`src/verilog/fgp_pkg.sv`:
```
package fgp_pkg;

	// register map (chosen offsets)
	localparam logic [3:0] FGP_ADDR_PORT = 4'h0;
	localparam logic [3:0] FGP_ADDR_DIR = 4'h1;
	localparam logic [3:0] FGP_ADDR_LATCH = 4'h2;
	localparam logic [3:0] FGP_ADDR_ANALOG = 4'h3;

	localparam int FGP_PINS = 4;
	localparam int FGP_LOWER = 3;
	localparam int FGP_INPUT_ONLY_BIT = 3;

	localparam logic [2:0] FGP_DIR_RESET = 3'h7;
	localparam logic [2:0] FGP_ANALOG_RESET = 3'h7;
	localparam logic [2:0] FGP_LATCH_POR = 3'h0;
	localparam logic [7:0] FGP_UNMAPPED_READ = 8'h00;

	typedef enum logic [1:0]
	{
		FGP_SRC_LATCH = 2'b00,
		FGP_SRC_CCP = 2'b01,
		FGP_SRC_LCD = 2'b10
	} fgp_src_type;

	// one pin's peripheral claims
	typedef struct packed
	{
		logic lcd_en;
		logic lcd_val;
		logic ccp_en;
		logic ccp_val;
	} fgp_periph_type;

	typedef struct packed
	{
		logic [3:0] addr;
		logic [7:0] wdata;
		logic wr;
		logic rd;
	} fgp_bus_type;

endpackage : fgp_pkg

```
`src/verilog/fgp_port.sv`:
```
// What this block does
// - four pins, the lower three usable either direction
// - direction one: driver off, pin input, unless lcd or ccp claims the pin and drives it
// - direction zero: drive latch onto pin, unless lcd or ccp claims it
// - fourth pin input only, direction reads one
// - port read gives pins, write hits latch
// - port writes load the written bits straight into latch
// - input-only pin reads zero under master clear
// - analog select forces digital reads to zero
// - analog select leaves digital output untouched
// - direction still gates latch driver in analog mode; lcd and ccp claims drive regardless
// - analog select resets to one on lower pins
// - analog select bits two to zero
// - priority: lcd, then ccp, then latch
// - analog and digital inputs stay active whatever the direction
// - latch readable, writable, kept through ordinary resets, cleared by power-on
// - unimplemented upper bits ignore writes, read zero
module fgp_port
#(
	parameter int PINS = 4
)
(
	// system
	input wire logic clk_sys_i,
	input wire logic rst_n_i,
	input wire logic por_n_i,
	// register port
	input wire fgp_pkg::fgp_bus_type bus_i,
	output logic [7:0] rdata_o,
	// configuration
	input wire logic master_clear_pin_enable_i,
	// peripherals on the lower pins
	input wire fgp_pkg::fgp_periph_type [2:0] periph_i,
	// pins
	input wire logic [3:0] pin_i,
	output logic [2:0] pin_o,
	output logic [2:0] pin_oe_o,
	// digital input view for peripherals
	output logic [3:0] digital_in_o,
	output logic [2:0] analog_sel_o
);
	import fgp_pkg::*;

	initial
	begin
		if (PINS != FGP_PINS)
			$error("fgp_port supports exactly four pins");
	end

	logic [2:0] dir_reg;
	logic [2:0] dir_next;
	logic [2:0] latch_reg;
	logic [2:0] latch_next;
	logic [2:0] analog_reg;
	logic [2:0] analog_next;
	logic [7:0] rdata_reg;
	logic [7:0] rdata_next;
	logic [3:0] pin_view;

	// digital view of the pins, analog and master clear masked
	function automatic logic [3:0] fgp_digital
	(
		input logic [3:0] pins,
		input logic [2:0] analog,
		input logic mclr
	);
		logic [3:0] v;
		v[2:0] = pins[2:0] & ~analog;
		v[3] = pins[3] & ~mclr;
		return v;
	endfunction : fgp_digital

	// inputs keep working whatever the driver does
	assign pin_view = fgp_digital(pin_i, analog_reg, master_clear_pin_enable_i);
	assign digital_in_o = pin_view;
	assign analog_sel_o = analog_reg;

	always_comb
	begin
		dir_next = dir_reg;
		latch_next = latch_reg;
		analog_next = analog_reg;
		rdata_next = rdata_reg;
		if (bus_i.wr)
		begin
			if (bus_i.addr == FGP_ADDR_PORT)
				latch_next = bus_i.wdata[2:0];
			else if (bus_i.addr == FGP_ADDR_LATCH)
				latch_next = bus_i.wdata[2:0];
			else if (bus_i.addr == FGP_ADDR_DIR)
				dir_next = bus_i.wdata[2:0];
			else if (bus_i.addr == FGP_ADDR_ANALOG)
				analog_next = bus_i.wdata[2:0];
		end
		if (bus_i.rd)
		begin
			if (bus_i.addr == FGP_ADDR_PORT)
				rdata_next = {4'h0, pin_view};
			else if (bus_i.addr == FGP_ADDR_DIR)
				rdata_next = {4'h0, 1'b1, dir_reg};
			else if (bus_i.addr == FGP_ADDR_LATCH)
				rdata_next = {5'h00, latch_reg};
			else if (bus_i.addr == FGP_ADDR_ANALOG)
				rdata_next = {5'h00, analog_reg};
			else
				rdata_next = FGP_UNMAPPED_READ;
		end
		else
			rdata_next = 8'h00;
	end

	// latch survives ordinary resets, cleared only by power-on
	always_ff @(posedge clk_sys_i)
	begin
		if (!por_n_i)
			latch_reg <= FGP_LATCH_POR;
		else
			latch_reg <= latch_next;
	end

	always_ff @(posedge clk_sys_i)
	begin
		if (!rst_n_i || !por_n_i)
		begin
			dir_reg <= FGP_DIR_RESET;
			analog_reg <= FGP_ANALOG_RESET;
			rdata_reg <= 8'h00;
		end
		else
		begin
			dir_reg <= dir_next;
			analog_reg <= analog_next;
			rdata_reg <= rdata_next;
		end
	end

	assign rdata_o = rdata_reg;

	// direction gates the latch driver even in analog mode; lcd and ccp claims always drive
	genvar g;
	generate
		for (g = 0; g < FGP_LOWER; g++)
		begin : g_pin
			fgp_pin_mux u_mux
			(
				.periph_i(periph_i[g]),
				.latch_i(latch_reg[g]),
				.dir_in_i(dir_reg[g]),
				.src_o(),
				.out_o(pin_o[g]),
				.oe_o(pin_oe_o[g])
			);
		end
	endgenerate

endmodule : fgp_port

```
`src/verilog/fgp_pin_mux.sv`:
```
module fgp_pin_mux
(
	// claims
	input wire fgp_pkg::fgp_periph_type periph_i,
	input wire logic latch_i,
	input wire logic dir_in_i,
	// result
	output fgp_pkg::fgp_src_type src_o,
	output logic out_o,
	output logic oe_o
);
	import fgp_pkg::*;

	always_comb
	begin
		if (periph_i.lcd_en)
		begin
			src_o = FGP_SRC_LCD;
			out_o = periph_i.lcd_val;
			oe_o = 1'b1;
		end
		else if (periph_i.ccp_en)
		begin
			src_o = FGP_SRC_CCP;
			out_o = periph_i.ccp_val;
			oe_o = 1'b1;
		end
		else
		begin
			src_o = FGP_SRC_LATCH;
			out_o = latch_i;
			oe_o = ~dir_in_i;
		end
	end

endmodule : fgp_pin_mux

```
`config.mk`:
```
export PLATFORM = sky130hd
export DESIGN_NAME = fgp_port
export DESIGN_NICKNAME = d
export VERILOG_FILES = /design/src/verilog/fgp_pkg.sv /design/src/verilog/fgp_port.sv /design/src/verilog/fgp_pin_mux.sv
export SDC_FILE = /design/constraint.sdc
export NUM_CORES = 1
export LEC_CHECK = 0
export BUFFER_PORTS_ARGS = -buffer_cell sky130_fd_sc_hd__buf_2
export CAP_MARGIN = 20
export CORE_ASPECT_RATIO = 0.9
export CORE_UTILIZATION = 42
export DETAILED_ROUTE_END_ITERATION = 16
export PLACE_DENSITY_LB_ADDON = 0.05
export SETUP_SLACK_MARGIN = 0.5
export SLEW_MARGIN = 10
export SYNTH_ARGS = -nofsm -noshare
export SYNTH_HDL_FRONTEND = slang
export SYNTH_HIERARCHICAL = 1
export SYNTH_SLANG_ARGS = --single-unit
export TNS_END_PERCENT = 1
```
`constraint.sdc`:
```
create_clock -name clk_sys_i -period 2.6 [get_ports clk_sys_i]
set_input_delay 0.13 -clock clk_sys_i [delete_from_list [all_inputs] [get_ports clk_sys_i]]
set_output_delay 0.13 -clock clk_sys_i [all_outputs]
set_load 0.02 [all_outputs]
```
==> impl_metrics.tcl <==
set metrics [dict create \
    clk-insertion-delay-late_ns 0.27 \
    nNetsFinal 152 \
    report.final.slew_viol_count 0 \
    path_clk_slew_ns 0.07 \
    grt.met2_usage 0.304 \
    dp_hpwl_mm 1.18 \
    max_freq_mhz 794 \
    gp_congestion 0.740 \
    status "finished, final reports clean" \
    placementRows 13 \
    post-cts-setup-buffer-count 0 \
    setup_tns_ns 0 \
    worstSetupPathType "reg -> out" \
    leakagePower_uw 0.000486 \
    via_per_inst 4.50 \
    dr.first_iter.drc_count 6 \
    path_max_fanout 3 \
    diodes 0 \
    first_pass_iters 4 \
    track_usage 0.177 \
    post-route-min-period_ns 1.26 \
    start_util 0.470 \
    postCtsHoldBufs 0 \
    largest_register_ffs 4 \
    hold_path_class "in -> reg" \
    crit_path_start_kind "flip-flop" \
    cts.path.max_buffers 2 \
    die_area_um2 1860 \
    grt_pass1_wl_mm 2.18 \
    die_h_um 41.0 \
    final_cells 139 \
    drive_above_1_share 0.479 \
    min_period_over_period 0.485 \
    wl_per_cell_um 10.5 \
    holdWs_ns 0.112 \
    finalSetupViolations 0 \
    grt.busiest_layer "met2" \
    cts_made_buffers 3 \
    syn_avg_cell_area_um2 10.3 \
    drv_cap 0 \
    cts_tree "yes" \
    fin_skew_ns 0.00288 \
    end_kind "primary output" \
    gr-usage-met1 0.204 \
    ys.warnings.count 6 \
    syn-cell-area_um2 711 \
    final_antenna_net_count 0 \
    cts-root-buf "clkbuf_4" \
    area_growth_syn_to_layout_pct 36.6 \
    syn_inst 69 \
    cts_resized 0 \
    powerDensity_nw_per_um2 412 \
    grt-ovfl-total 0 \
    grt_pass1_vias 532 \
    finalHoldViolations 0 \
    grt_util_met3 0.0661 \
    core_area_um2 1510 \
    crit_required_ns 2.47 \
    clock_sinks 13 \
    die_w_um 45.4 \
    port_buffers 45 \
    peakVddDrop_v 0.000325 \
    grt_max_degree 11 \
    antenna_found_initial 0 \
    drc 0 \
    numPlacedInstances 135 \
    arrival_ns 1.13 \
    vias 626 \
    pin_count 55 \
    rsz0062_at_grt "false" \
    wl_mm 1.45 \
    h-tree-depth 1 \
]
[where the power goes]
group          total (µW)  internal [µW]  switching (µW)
combinational        78.2           37.5            40.7
clock                 120           59.4            60.5
sequential            202            201            1.30
total                 400            298             102
[layout by cell type, fill, tap and decap left out, drive strengths merged]
master	instances
and4bb	1
nor4b	1
o21ai	3
nand2b	1
conb	4
mux2i	12
or4b	1
or3b	3
clkbuf	4
nand2	5
nor2b	10
nor2	10
mux4	3
nor3	1
buf	45
dfxtp	13
[layout make-up]
type / count / area, µm²
Fill cell: 144 / 542
Multi-Input combinational cell: 55 / 432
Sequential cell: 13 / 260
Tap cell: 22 / 27.5
Timing Repair Buffer: 45 / 225
Clock buffer: 4 / 26.3
[path summary, 6_finish.rpt]
kind	startpoint	end	slack, ns	cells past startpoint
max	dir_reg[1]$_SDFFE_PP1P_	pin_oe_o[1]	1.34	2
min	por_n_i	latch_reg[0]$_SDFFE_PN0P_	0.11	2
max reg2reg	analog_sel_o[0]$_SDFFE_PP1P_	rdata_o[0]$_SDFF_PP0_	1.44	3
min reg2reg	dir_reg[0]$_SDFFE_PP1P_	dir_reg[0]$_SDFFE_PP1P_	0.54	2
[stage by stage]
step	area, µm²	utilization	worst slack (ns)	total power [µW]
2_1_floorplan	722	-	1.28	253
3_3_place_gp	945	0.624	1.46	284
3_5_place_dp	945	0.624	1.46	286
4_1_cts	971	0.642	1.32	407
5_1_grt	971	0.642	1.28	426
6_report	971	0.642	1.34	400
[critical path, cell delays in order, from the launching register on]
cell	delay [ns]
dfxtp_1	0.35
or3b_1	0.35
buf_2	0.17
[routing by layer]
layer  routed length (µm)  vias to the layer above  part of all wire
met1                  666                      262              0.46
li1                     -                      336                 -
met5                    0                        -                 0
met2                  683                       26              0.47
met4                   13                        0            0.0089
met3                   89                        2             0.061
No activity file was read; power rests on OpenSTA's default activity.
